### src/rtl/cie_regs.svh
// constants of the interrupt entry control block
// Behaviour
// [RULE_01] debugger-reserved opcode raises an unimplemented-instruction exception, does nothing else
// [RULE_02] reset, nonmaskable, maskable and bus-error interrupts are asynchronous
// [RULE_03] memory-management, system, system-call and floating-point exceptions are synchronous
// [RULE_04] precise entry waits for older instructions, blocks every later one
// [RULE_05] imprecise entry need not wait, but still blocks every later instruction
// [RULE_06] resumable when not started, completed, or partial with state kept
// [RULE_07] partial with state lost or unsafe side effects is an error; code flags it only when state is lost and side effects are unsafe
// [RULE_08] entry saves only program counter and status word, eight bytes
// [RULE_09] each maskable level gets its own handler address
// [RULE_10] seven maskable levels plus nonmaskable; controller assigns the levels
// [RULE_11] vector addresses are offsets from the software-writable trap base
// [RULE_12] separate supervisor stack pointer and banked registers for supervisor level
// [RULE_13] memory faults, floating-point faults and privilege violations raise synchronous traps
// [RULE_14] every taken interrupt switches the privilege level to supervisor; code clears only NSL, so an entry at monitor level stays monitor
// [RULE_15] privilege level is supervisor, user or monitor
// [RULE_16] mode bit 0 selects legacy, 1 native exception behaviour
`ifndef CIE_REGS_SVH
`define CIE_REGS_SVH
// status word field positions
`define CIE_PSW_IM_LO   0
`define CIE_PSW_IM_HI   2
`define CIE_PSW_IE      3
`define CIE_PSW_NMID    4
`define CIE_PSW_NSL     5
`define CIE_PSW_ML      6
`define CIE_PSW_T       7
`define CIE_PSW_NAR     8
`define CIE_PSW_FE      9
// reset values
`define CIE_PSW_RST     32'h0000_0000
`define CIE_TBR_RST     32'h4000_0000
`define CIE_SP_RST      32'h0000_0000
`define CIE_EXM_RST     1'b0
// vector offsets from the trap base
`define CIE_OFS_RESET   32'h0000_0000
`define CIE_OFS_NMI     32'h0000_0008
`define CIE_OFS_BUSERR  32'h0000_0010
`define CIE_OFS_SYNC    32'h0000_0018
`define CIE_OFS_IRQ     32'h0000_0100
`define CIE_IRQ_STEP_N  32'h0000_0010
`define CIE_IRQ_STEP_L  32'h0000_0008
// interrupt codes
`define CIE_CODE_RESET  12'h000
`define CIE_CODE_NMI    12'h248
`define CIE_CODE_BUSERR 12'h260
`define CIE_CODE_IRQ    12'h280
`define CIE_CODE_UNIMPL 12'h300
`define CIE_CODE_PRIV   12'h308
`define CIE_CODE_MMU    12'h310
`define CIE_CODE_FPU    12'h318
`define CIE_CODE_SYSCL  12'h320
`define CIE_CODE_SYSEXC 12'h328
// stack frame slots below the stack pointer
`define CIE_SLOT_PC     32'h0000_0004
`define CIE_SLOT_PSW    32'h0000_0008
`endif

### src/rtl/cie_pkg.sv
// types of the interrupt entry control block
package cie_pkg;
   typedef enum logic [3:0] {
      CIE_IDLE  = 4'b0001,
      CIE_DRAIN = 4'b0010,
      CIE_PSW   = 4'b0100,
      CIE_ENTER = 4'b1000
   } cie_state_e;
   typedef enum logic [2:0] {
      CIE_SUP = 3'b001,
      CIE_USR = 3'b010,
      CIE_MON = 3'b100
   } cie_priv_e;
   typedef enum logic [1:0] {
      CIE_NONE = 2'b00,
      CIE_PART = 2'b01,
      CIE_DONE = 2'b10
   } cie_stage_e;
   typedef enum logic [2:0] {
      CIE_K_NMI = 3'h0,
      CIE_K_BUS = 3'h1,
      CIE_K_SYN = 3'h2,
      CIE_K_IRQ = 3'h3
   } cie_kind_e;
endpackage

### src/rtl/cie_irq_if.sv
// maskable request path between core and level arbiter
`timescale 1ns/1ps
interface cie_irq_if;
   logic       req;
   logic [2:0] level;
   logic       ie;
   logic [2:0] im;
   logic       accept;
   modport arb  (input req, input level, input ie, input im, output accept);
   modport core (output req, output level, output ie, output im, input accept);
endinterface

### src/rtl/cie_level_arb.sv
// level mask compare for maskable requests
`timescale 1ns/1ps
module cie_level_arb #(
   parameter int unsigned LEVELS = 7
) (
   // clock for the checks
   input  wire logic i_mclk,
   input  wire logic i_rst_n,
   // request path
   cie_irq_if.arb    irq
);
   // a level is taken only when numerically below the mask
   function automatic logic lvl_ok(input logic [2:0] lv, input logic [2:0] im);
      lvl_ok = (lv < im) && (32'(lv) < LEVELS);
   endfunction

   // accept a legal level with interrupts enabled
   always_comb begin
      irq.accept = irq.req && irq.ie && lvl_ok(irq.level, irq.im); // RULE_10
   end
endmodule

### src/rtl/cie_core.sv
// interrupt entry control: classify, save frame, dispatch
`timescale 1ns/1ps
`include "cie_regs.svh"
module cie_core import cie_pkg::*; #(
   parameter int unsigned LEVELS = 7
) (
   // clock and reset
   input  wire logic        i_mclk,
   input  wire logic        i_rst_n,
   // software writes of control state
   input  wire logic        i_tbr_we,
   input  wire logic [31:0] i_tbr_wdata,
   input  wire logic        i_pipeline_control_reg_we,
   input  wire logic        i_pipeline_control_reg_exm,
   input  wire logic        i_psw_we,
   input  wire logic [31:0] i_psw_wdata,
   input  wire logic        i_ssp_we,
   input  wire logic [31:0] i_ssp_wdata,
   input  wire logic        i_usp_we,
   input  wire logic [31:0] i_usp_wdata,
   // interrupt controller
   input  wire logic        i_irq_req,
   input  wire logic [2:0]  i_irq_level,
   input  wire logic        i_nmi,
   input  wire logic        i_bus_err,
   // pipeline
   input  wire logic        i_insn_valid,
   input  wire logic [31:0] i_insn_pc,
   input  wire logic        i_dbg_op,
   input  wire logic        i_priv_viol,
   input  wire logic        i_mmu_fault,
   input  wire logic        i_fpu_exc,
   input  wire logic        i_syscall,
   input  wire logic        i_sys_exc,
   input  wire logic [1:0]  i_insn_state,
   input  wire logic        i_resume_kept,
   input  wire logic        i_side_safe,
   input  wire logic        i_pend_kept,
   input  wire logic        i_older_done,
   // frame writes
   output logic             o_mem_we,
   output logic [31:0]      o_mem_addr,
   output logic [31:0]      o_mem_wdata,
   // dispatch and status
   output logic             o_hold_issue,
   output logic             o_jump,
   output logic [31:0]      o_jump_addr,
   output logic [11:0]      o_int_code,
   output logic             o_async,
   output logic             o_precise,
   output logic             o_resumable,
   output logic [31:0]      o_psw,
   output logic [31:0]      o_sp,
   output logic [2:0]       o_priv,
   output logic             o_bank_alt,
   output logic             o_native_mode
);
   cie_state_e  state;
   cie_kind_e   kind;
   logic [31:0] psw;
   logic [31:0] trap_base_register;
   logic [31:0] supervisor_stack_pointer;
   logic [31:0] usp;
   logic        exception_mode_select;
   logic [31:0] pc_keep;
   logic [31:0] ofs;
   logic [2:0]  lvl;
   logic        sync_hit;
   logic        nmi_ok;
   logic        take;
   cie_kind_e   next_kind;
   logic [11:0] next_code;
   logic [31:0] next_ofs;
   logic        next_resume;
   logic        next_precise;

   cie_irq_if irq ();

   // handler offset for a maskable level in the chosen mode
   function automatic logic [31:0] vec_ofs(input logic [2:0] lv, input logic nat);
      logic [31:0] step;
      step = nat ? `CIE_IRQ_STEP_N : `CIE_IRQ_STEP_L;
      vec_ofs = `CIE_OFS_IRQ + (32'(lv) * step);
   endfunction

   // level compare against the status word mask
   assign irq.req   = i_irq_req;
   assign irq.level = i_irq_level;
   assign irq.ie    = psw[`CIE_PSW_IE];
   assign irq.im    = psw[`CIE_PSW_IM_HI:`CIE_PSW_IM_LO];

   cie_level_arb #(
      .LEVELS (LEVELS)
   ) u_arb (
      .i_mclk  (i_mclk),
      .i_rst_n (i_rst_n),
      .irq     (irq)
   );

   // event sorting: bus error, then nonmaskable, then the instruction's own fault, then maskable
   always_comb begin
      sync_hit = i_insn_valid && (i_dbg_op || i_priv_viol || i_mmu_fault
                 || i_fpu_exc || i_syscall || i_sys_exc); // RULE_03 RULE_13
      nmi_ok   = i_nmi && !psw[`CIE_PSW_NMID];
      take     = (state == CIE_IDLE) && (i_bus_err || nmi_ok || sync_hit || irq.accept);
      next_kind    = CIE_K_IRQ;
      next_code    = `CIE_CODE_IRQ + {6'h00, i_irq_level, 3'h0};
      next_ofs     = vec_ofs(i_irq_level, exception_mode_select); // RULE_09 RULE_16
      next_precise = 1'b1;
      if (i_bus_err) begin
         next_kind    = CIE_K_BUS; // RULE_02
         next_code    = `CIE_CODE_BUSERR;
         next_ofs     = `CIE_OFS_BUSERR;
         next_precise = 1'b0;
      end else if (nmi_ok) begin
         next_kind = CIE_K_NMI; // RULE_02
         next_code = `CIE_CODE_NMI;
         next_ofs  = `CIE_OFS_NMI;
      end else if (sync_hit) begin
         next_kind = CIE_K_SYN;
         next_ofs  = `CIE_OFS_SYNC;
         if (i_dbg_op) begin
            next_code = `CIE_CODE_UNIMPL; // RULE_01
         end else if (i_priv_viol) begin
            next_code = `CIE_CODE_PRIV; // RULE_13
         end else if (i_mmu_fault) begin
            next_code = `CIE_CODE_MMU; // RULE_13
         end else if (i_fpu_exc) begin
            next_code = `CIE_CODE_FPU; // RULE_13
         end else if (i_syscall) begin
            next_code = `CIE_CODE_SYSCL;
         end else begin
            next_code = `CIE_CODE_SYSEXC;
         end
      end
   end

   // resumable unless partial with state lost and unsafe side effects, an undefined stage, or imprecise with pending state lost
   always_comb begin
      case (i_insn_state)
         CIE_NONE: next_resume = 1'b1; // RULE_06
         CIE_DONE: next_resume = 1'b1; // RULE_06
         CIE_PART: next_resume = i_resume_kept || i_side_safe; // RULE_07
         default:  next_resume = 1'b0;
      endcase
      if (!next_precise && !i_pend_kept) begin
         next_resume = 1'b0; // RULE_06
      end
   end

   // entry sequence: drain, push pc, push status word, jump
   always_ff @(posedge i_mclk or negedge i_rst_n) begin
      if (!i_rst_n) begin
         state <= CIE_IDLE;
      end else begin
         case (state)
            CIE_IDLE: begin
               if (take) begin
                  state <= CIE_DRAIN;
               end
            end
            CIE_DRAIN: begin
               if (!o_precise || i_older_done) begin // RULE_04 RULE_05
                  state <= CIE_PSW;
               end
            end
            CIE_PSW:   state <= CIE_ENTER;
            CIE_ENTER: state <= CIE_IDLE;
            default:   state <= CIE_IDLE;
         endcase
      end
   end

   // latch the taken event
   always_ff @(posedge i_mclk or negedge i_rst_n) begin
      if (!i_rst_n) begin
         kind        <= CIE_K_NMI;
         pc_keep     <= 32'h0000_0000;
         ofs         <= `CIE_OFS_RESET;
         lvl         <= 3'h0;
         o_int_code  <= `CIE_CODE_RESET;
         o_async     <= 1'b1;
         o_precise   <= 1'b0;
         o_resumable <= 1'b0;
      end else if (take) begin
         kind        <= next_kind;
         pc_keep     <= i_insn_pc;
         ofs         <= next_ofs;
         lvl         <= i_irq_level;
         o_int_code  <= next_code;
         o_async     <= (next_kind != CIE_K_SYN); // RULE_02 RULE_03
         o_precise   <= next_precise;
         o_resumable <= next_resume;
      end
   end

   // later instructions stay blocked for the whole entry
   always_ff @(posedge i_mclk or negedge i_rst_n) begin
      if (!i_rst_n) begin
         o_hold_issue <= 1'b0;
      end else if (take) begin
         o_hold_issue <= 1'b1; // RULE_04 RULE_05
      end else if (state == CIE_ENTER) begin
         o_hold_issue <= 1'b0;
      end
   end

   // frame writes: pc then status word, nothing else
   always_ff @(posedge i_mclk or negedge i_rst_n) begin
      if (!i_rst_n) begin
         o_mem_we    <= 1'b0;
         o_mem_addr  <= 32'h0000_0000;
         o_mem_wdata <= 32'h0000_0000;
      end else if (state == CIE_DRAIN && (!o_precise || i_older_done)) begin
         o_mem_we    <= 1'b1; // RULE_08
         o_mem_addr  <= supervisor_stack_pointer - `CIE_SLOT_PC;
         o_mem_wdata <= pc_keep;
      end else if (state == CIE_PSW) begin
         o_mem_we    <= 1'b1; // RULE_08
         o_mem_addr  <= supervisor_stack_pointer - `CIE_SLOT_PSW;
         o_mem_wdata <= psw;
      end else begin
         o_mem_we    <= 1'b0;
      end
   end

   // jump to trap base plus the event's offset
   always_ff @(posedge i_mclk or negedge i_rst_n) begin
      if (!i_rst_n) begin
         o_jump      <= 1'b0;
         o_jump_addr <= `CIE_TBR_RST + `CIE_OFS_RESET;
      end else begin
         o_jump <= (state == CIE_ENTER);
         if (state == CIE_ENTER) begin
            o_jump_addr <= trap_base_register + ofs; // RULE_11
         end
      end
   end

   // status word: software write, or update on entry
   always_ff @(posedge i_mclk or negedge i_rst_n) begin
      if (!i_rst_n) begin
         psw <= `CIE_PSW_RST;
      end else if (state == CIE_ENTER) begin
         psw[`CIE_PSW_IE]  <= 1'b0;
         psw[`CIE_PSW_NSL] <= 1'b0; // RULE_14
         psw[`CIE_PSW_T]   <= 1'b0;
         psw[`CIE_PSW_NAR] <= 1'b0; // RULE_12
         if (kind == CIE_K_NMI) begin
            psw[`CIE_PSW_NMID] <= 1'b1;
         end
         if (kind == CIE_K_IRQ) begin
            psw[`CIE_PSW_IM_HI:`CIE_PSW_IM_LO] <= lvl;
         end
      end else if (i_psw_we) begin
         psw <= i_psw_wdata;
      end
   end

   // trap base and mode bit
   always_ff @(posedge i_mclk or negedge i_rst_n) begin
      if (!i_rst_n) begin
         trap_base_register <= `CIE_TBR_RST;
         exception_mode_select <= `CIE_EXM_RST;
      end else begin
         if (i_tbr_we) begin
            trap_base_register <= i_tbr_wdata; // RULE_11
         end
         if (i_pipeline_control_reg_we) begin
            exception_mode_select <= i_pipeline_control_reg_exm; // RULE_16
         end
      end
   end

   // stack pointers: frame lands on the supervisor one
   always_ff @(posedge i_mclk or negedge i_rst_n) begin
      if (!i_rst_n) begin
         supervisor_stack_pointer <= `CIE_SP_RST;
         usp <= `CIE_SP_RST;
      end else begin
         if (state == CIE_ENTER) begin
            supervisor_stack_pointer <= supervisor_stack_pointer - `CIE_SLOT_PSW; // RULE_12
         end else if (i_ssp_we) begin
            supervisor_stack_pointer <= i_ssp_wdata;
         end
         if (i_usp_we) begin
            usp <= i_usp_wdata;
         end
      end
   end

   // registered views of level, bank, stack and mode
   always_ff @(posedge i_mclk or negedge i_rst_n) begin
      if (!i_rst_n) begin
         o_priv        <= CIE_SUP;
         o_sp          <= `CIE_SP_RST;
         o_bank_alt    <= 1'b0;
         o_psw         <= `CIE_PSW_RST;
         o_native_mode <= `CIE_EXM_RST;
      end else begin
         if (psw[`CIE_PSW_ML]) begin
            o_priv <= CIE_MON; // RULE_15
         end else if (psw[`CIE_PSW_NSL]) begin
            o_priv <= CIE_USR; // RULE_15
         end else begin
            o_priv <= CIE_SUP; // RULE_15
         end
         o_sp          <= psw[`CIE_PSW_NSL] ? usp : supervisor_stack_pointer; // RULE_12
         o_bank_alt    <= psw[`CIE_PSW_NAR];
         o_psw         <= psw;
         o_native_mode <= exception_mode_select; // RULE_16
      end
   end
endmodule

### config.mk
export PLATFORM = sky130hd
export DESIGN_NAME = cie_core
export DESIGN_NICKNAME = d
export VERILOG_FILES = /design/src/rtl/cie_pkg.sv /design/src/rtl/cie_irq_if.sv /design/src/rtl/cie_level_arb.sv /design/src/rtl/cie_core.sv
export VERILOG_INCLUDE_DIRS = /design/src /design/src/rtl
export SDC_FILE = /design/constraint.sdc
export NUM_CORES = 1
export LEC_CHECK = 0
export BUFFER_PORTS_ARGS = -buffer_cell sky130_fd_sc_hd__buf_4
export CAP_MARGIN = 30
export CORE_UTILIZATION = 54
export CTS_BUF_LIST = sky130_fd_sc_hd__clkbuf_8 sky130_fd_sc_hd__clkbuf_16
export DETAILED_ROUTE_END_ITERATION = 12
export HOLD_SLACK_MARGIN = 0.1
export PLACE_DENSITY = 0.84
export SLEW_MARGIN = 20
export SYNTH_ARGS = -nofsm -noshare
export SYNTH_HDL_FRONTEND = slang
export SYNTH_SLANG_ARGS = --single-unit
### constraint.sdc
create_clock -name i_mclk -period 3.5 [get_ports i_mclk]
set_clock_uncertainty 0.05 [all_clocks]
set_input_delay 0.175 -clock i_mclk [delete_from_list [all_inputs] [get_ports i_mclk]]
set_output_delay 0.175 -clock i_mclk [all_outputs]
set_load 0.01 [all_outputs]
# --- Yosys cells after proc, flatten, opt, wreduce, memory -nomap -nowiden ---
# Cells that the tools add are included.
word_totals:
  register_bits: 386
  latch_bits: 0
  mem_bits_rw: 0
  mem_bits_ro: 0
  in_bits: 187
  output_inout_bits: 183
  word_cells: 120
  mem_count: 0
op_classes:
  n_addsub: 5
  mul: 1
  div: 0
  magnitude_cmp: 2
  eq_ne: 12
  shift: 0
  muxes: 39
  bitwise: 1
  reduce_logical: 32
op_table:
  columns: ["cell", "n"]
  rows:
  - ["two-way mux 32 bit", 9]
  - ["adder 32 bit", 1]
  - ["subtractor 32 x 3 -> 32 bit (second input constant)", 1]
  - ["subtractor 32 x 4 -> 32 bit (second input constant)", 1]
  - ["two-way mux 6 bit", 5]
  - ["two-way mux 12 bit", 2]
  - ["two-way mux 3 bit", 4]
  - ["two-way mux 4 bit", 3]
  - ["case mux 4 bit (3 select lines)", 1]
  - ["adder 10 x 6 -> 11 bit (first input constant)", 1]
  - ["two-way mux 11 bit", 1]
  - ["adder 9 x 8 -> 10 bit (first input constant)", 1]
  - ["logical OR 1 bit", 10]
  - ["two-way mux 10 bit", 1]
  - ["two-way mux 9 bit", 1]
  - ["logical AND 1 bit", 8]
  - ["multiplier 3 x 5 -> 8 bit", 1]
  - ["two-way mux 1 bit", 8]
  - ["inequality test 2 bit (second input constant)", 4]
  - ["AND reduction 2 bit", 4]
  - ["nonzero test 2 bit", 4]
  - ["two-way mux 5 bit", 1]
  - ["equality test 4 x 1 -> 1 bit (second input constant)", 1]
  - ["equality test 4 x 2 -> 1 bit (second input constant)", 1]
  - ["15 further kinds", 18]

# --- Longest topological paths before layout ---
depth:
  ltp_word: 11
  ltp_mapped: 9
  ltp_nobuf: 8

# --- Hierarchy ---
# From an unflattened synthesis, not the netlist that was laid out.
hier_totals:
  cells_unflattened: 1350
  area_unflattened_um2: 15279.7
modules_own_cells:
  columns: ["module", "n_inst", "cells_each", "area_per_inst_um2", "seq_area_each_um2"]
  rows:
  - ["cie_core", 1, 1341, 15209.6, 8839.7]
  - ["cie_level_arb", 1, 9, 70.1, 0.0]

# --- Worst setup path before layout ---
# No wires, ideal clock.
synth_path:
  kind: "reg2reg"
  from: "reg supervisor_stack_pointer[16]"
  to: "reg o_mem_addr[29]"
  arrival_ns: 2.260
  t_required_ns: 3.323
  slack_ns: 1.063
  path_stages_with_launch: 9
  path_buffers: 2
  synth_period_minus_slack_ns: 2.437
  cell_sequence: "dfrtp_1 > buf_4 > or4_4 > or4_4 > or3_1 > buf_2 > nor3_4 > xnor2_1 > o21ai_2"
synth_between:
  elab_chain_len: 3
  word_cells_on_any_way: 4
synth_rtl:
  columns: ["item", "line", "rtl"]
  rows:
  - ["from (decl)", "cie_core.sv:62", "logic [31:0] supervisor_stack_pointer;"]
  - ["from (signal assigned)", "cie_core.sv:278", "supervisor_stack_pointer <= `CIE_SP_RST;"]
  - ["from (signal assigned)", "cie_core.sv:282", "supervisor_stack_pointer <= supervisor_stack_pointer - `CIE_SLOT_PSW;"]
  - ["from (signal assigned)", "cie_core.sv:284", "supervisor_stack_pointer <= i_ssp_wdata;"]
  - ["subtractor 32 x 4 -> 32 bit (no source line)", null, null]
  - ["two-way mux 32 bit", "cie_core.sv:218", "end else if (state == CIE_PSW) begin"]
  - ["two-way mux 32 bit (*)", "cie_core.sv:214", "end else if (state == CIE_DRAIN && (!o_precise || i_older_done)) begin"]
  - ["to (signal assigned)", "cie_core.sv:216", "o_mem_addr <= supervisor_stack_pointer - `CIE_SLOT_PC;"]
  - ["to (signal assigned)", "cie_core.sv:220", "o_mem_addr <= supervisor_stack_pointer - `CIE_SLOT_PSW;"]
  - ["to (decl)", "cie_core.sv:42", "output logic [31:0] o_mem_addr,"]
# Mark *: on every way between the ends. The rest lies on a longest branch, timed or not. The select of a mux whose other input is x is not followed.
# A chain may end at the register's enable or synchronous reset.

# --- Final worst setup path ---
layout_path:
  from: "in i_priv_viol"
  to: "reg o_int_code[3]"
layout_between:
  elab_chain_len: 9
  word_cells_on_any_way: 14
layout_rtl:
  columns: ["item", "line", "rtl"]
  rows:
  - ["from (decl)", "cie_core.sv:30", "input wire logic i_priv_viol,"]
  - ["logical OR 1 bit (2 in a row)", "cie_core.sv:102", "sync_hit = i_insn_valid && (i_dbg_op || i_priv_viol || i_mmu_fault"]
  - ["logical OR 1 bit (3 in a row)", "cie_core.sv:103", "|| i_fpu_exc || i_syscall || i_sys_exc);"]
  - ["logical AND 1 bit", "cie_core.sv:102", null]
  - ["two-way mux 11 bit / logical OR 1 bit (equally long branches)", "cie_core.sv:119, cie_core.sv:105", null]
  - ["two-way mux 12 bit / logical OR 1 bit (equally long branches)", "cie_core.sv:115, cie_core.sv:105", null]
  - ["two-way mux 12 bit / logical AND 1 bit (equally long branches)", "cie_core.sv:110, cie_core.sv:105", null]
  - ["to (signal assigned)", "cie_core.sv:181", "o_int_code <= `CIE_CODE_RESET;"]
  - ["to (signal assigned)", "cie_core.sv:190", "o_int_code <= next_code;"]
  - ["to (decl)", "cie_core.sv:48", "output logic [11:0] o_int_code,"]
# Several ways; a longest one is shown, not always the timed one.

==> results.txt <==
Req. time, crit path -> 3.90 ns
P_leak -> 10.1 nW
Post-synth EDFFs -> 0
Worst-path maximum fanout -> 27
IO buf count -> 364
Sequential share of the synthesized area -> 58.1%
Hold Path Class -> in -> reg
Nets -> 2144
Cts hold-fix bufs -> 184
Final HPWL DP -> 28900 microns
Detailed Route WL -> 48700 microns
Post-DRT Antenna Nets -> 0
Pre-antenna DRT Iters -> 8
CTS sink count -> 353
Drt drc -> 0
Post-synth cell types -> 69
Setup TNS -> 0 ns
Top FF cell, synth -> dfrtp_1
Placed cells -> 2094
First-pass GRT wire length -> 75400 microns
Slew HR -> 44.6%
Max-Cap Viols -> 0
Vias/cell -> 5.80
Die Wd -> 170 microns
Initial antenna violation count -> 2
Clock buffer count from CTS -> 37
Family with the most delay on the worst path -> buffers and inverters
Gr ovfl total -> 0
Endpoint class of the critical path -> flip-flop
Clock-pin slew on the worst setup and hold paths -> 0.06 ns
Placeable Area -> 0.0278 sq mm
CP startpoint kind -> input port
Cells after Synth -> 1422
Gr usage total -> 33.6%
Peak per-stage delay on the critical path -> 0.59 ns
Initial DRC Count -> 1274
TritonCTS clock tree -> yes
Crit-path cells -> dlygate4sd3_1, buf_4, or4_1, o31a_1, nor3_2, buf_4, a21o_2, nand2_1, o31ai_1, dlygate4sd3_1
Async SR Flop Fraction -> 100%
Clock Latency Late Sink -> 0.52 ns
Yosys reg bits -> 353
Peak supply drop -> 0.439 mV
Largest net degree at the start of global routing -> 108
FMAX -> 326 MHz
Area growth syn-to-layout -> 40.0%
Critical path class -> in -> reg
Post-Layout Cell Count -> 2344
Final Hold Viols -> 0
Area of the mapped netlist -> 0.0152 sq mm
Max-slew violation count -> 0
Vias in the first global route -> 14100
RSZ-0062 raised after global routing -> no
Proportion of layout cells with a drive suffix above 1 -> 29.6%
Site row count -> 61
Synth warn -> 0
Via count -> 13600
Clock root buffer -> clkbuf_16
Synth top area share -> 57.2%
RePlAce Congestion -> 0.914
IO Pins -> 370
Post-cts resize count -> 0
Most frequent cells in the layout -> buf_4 (381), dfrtp_1 (348), nand2_1 (313)
Postcts setup bufs -> 0
Pwr/cell area -> 694 mW/mm^2
Number of setup violations in the final report -> 0
Routed len/inst -> 20.8 microns
CP max stage cell -> dlygate4sd3_1
Commonest non-fill, non-tap cell in the layout -> buf_4
Total Die Area -> 0.0289 sq mm
Status -> complete, no violations
Final min period -> 3.07 ns
Cell taking the most area after synthesis -> dfrtp_1
Worst Tran Pin Value -> 0.831 ns
Period Utilization, post-route -> 87.6%
Synth area leaders -> dfrtp_1 (57%), mux2_2 (8.6%), nand2_1 (7.7%)
Initial Util -> 54.8%
Maximum clock insertion buffer count -> 3
Worst EP arrival -> 3.47 ns
CP bufs+invs -> 4
Die Ht -> 170 microns
Syn_area_per_cell -> 10.7 sq um
H-tree depth -> 2
## final cells by class
class,count,area (sq um)
Antenna cell,2,5.00
Tap cell,378,473
Clock buffer,47,1060
Inverter,18,67.6
Fill cell,1663,6460
Multi-Input combinational cell,959,5950
Clock inverter,17,124
Sequential cell,353,8840
Timing Repair Buffer,570,4800
## power breakdown
part | total, W | internal [W] | switching, W
logic | 0.00476 | 0.00215 | 0.00261
registers | 0.00615 | 0.00524 | 0.000909
clock network | 0.00390 | 0.00228 | 0.00162
## sequential cells by signal, summed over array words and instances (netlist names), 3 cells and up
signal and flops:
o_int_code 7, ofs 7, supervisor_stack_pointer 32, o_mem_addr 32, usp 32, psw 32
o_psw 32, o_jump_addr 32, state 4, o_sp 32, lvl 3, o_mem_wdata 32
pc_keep 32, trap_base_register 32
## per-layer routing
layer  global-route usage (%)  part of all wire (%)
met1                     40.1                    36
met2                     57.7                    51
met3                     7.42                   8.4
met4                     15.8                   4.8
met5                        0                     0
## logic make-up (layout without fill, tap and decap cells)
| group | Yosys count | after routing | share of synthesized area (%) |
|---|---|---|---|
| xor+xnor | 45 | 45 | 2.59 |
| compound gates | 243 | 243 | 10.3 |
| simple gates | 520 | 520 | 15.1 |
| mux | 125 | 125 | 9.17 |
| fa+ha+maj | 18 | 18 | 1.58 |
| flops | 353 | 353 | 58.1 |
| buf+inv | 117 | 652 | 3.19 |
| other cells | 1 | 10 | 0.0246 |
## synth_stat cells, drive strengths merged, types with 9 or more instances
cell type / number
or3: 10
nand2: 313
dfrtp: 348
a21oi: 40
xor2: 13
a221o: 11
mux2: 116
ha: 16
nand4: 11
nand3: 19
nor4: 13
mux2i: 9
a22oi: 33
o21ai: 91
buf: 30
nor3: 22
clkbuf: 69
nor2b: 9
xnor2: 32
inv: 16
nor2: 79
or4: 12
## worst register-to-register path, stage by stage, from the launching register on
cell and delay (ns):
dfrtp_1 0.43, or4b_4 0.77, clkinv_1 0.19, buf_4 0.50
or3_1 0.20, o211ai_1 0.10, dlygate4sd3_1 0.58
## per-stage QoR
step,cell area (sq um),worst slack (ns),power [W],hold WS (ns),util (%)
after floorplan,15300,1.06,0.00832,-0.171,-
after global placement,18300,0.841,0.0103,0.241,65.8
after detailed placement,18300,0.698,0.0105,0.238,65.8
after CTS,21300,0.548,0.0146,0.149,76.7
after global routing,21300,0.334,0.0155,0.177,76.7
final,21300,0.433,0.0148,0.172,76.7
## worst paths after layout
kind,start,endpoint,slack [ns],cells past startpoint
worst max-delay path,i_priv_viol,o_int_code[3]$_DFFE_PN0P_,0.43,10
worst max register to register,state[1]$_DFFE_PN0P_,supervisor_stack_pointer[3]$_DFFE_PN0P_,0.57,6
worst min register to register,psw[12]$_DFFE_PN0P_,o_psw[12]$_DFF_PN0_,0.35,0
min in group asynchronous,i_rst_n,psw[11]$_DFFE_PN0P_,0.27,2
worst min-delay path,i_tbr_we,trap_base_register[8]$_DFFE_PN0P_,0.17,2
max in group asynchronous,i_rst_n,state[0]$_DFFE_PN1P_,2.16,3
(Power assumes the default switching activity.)
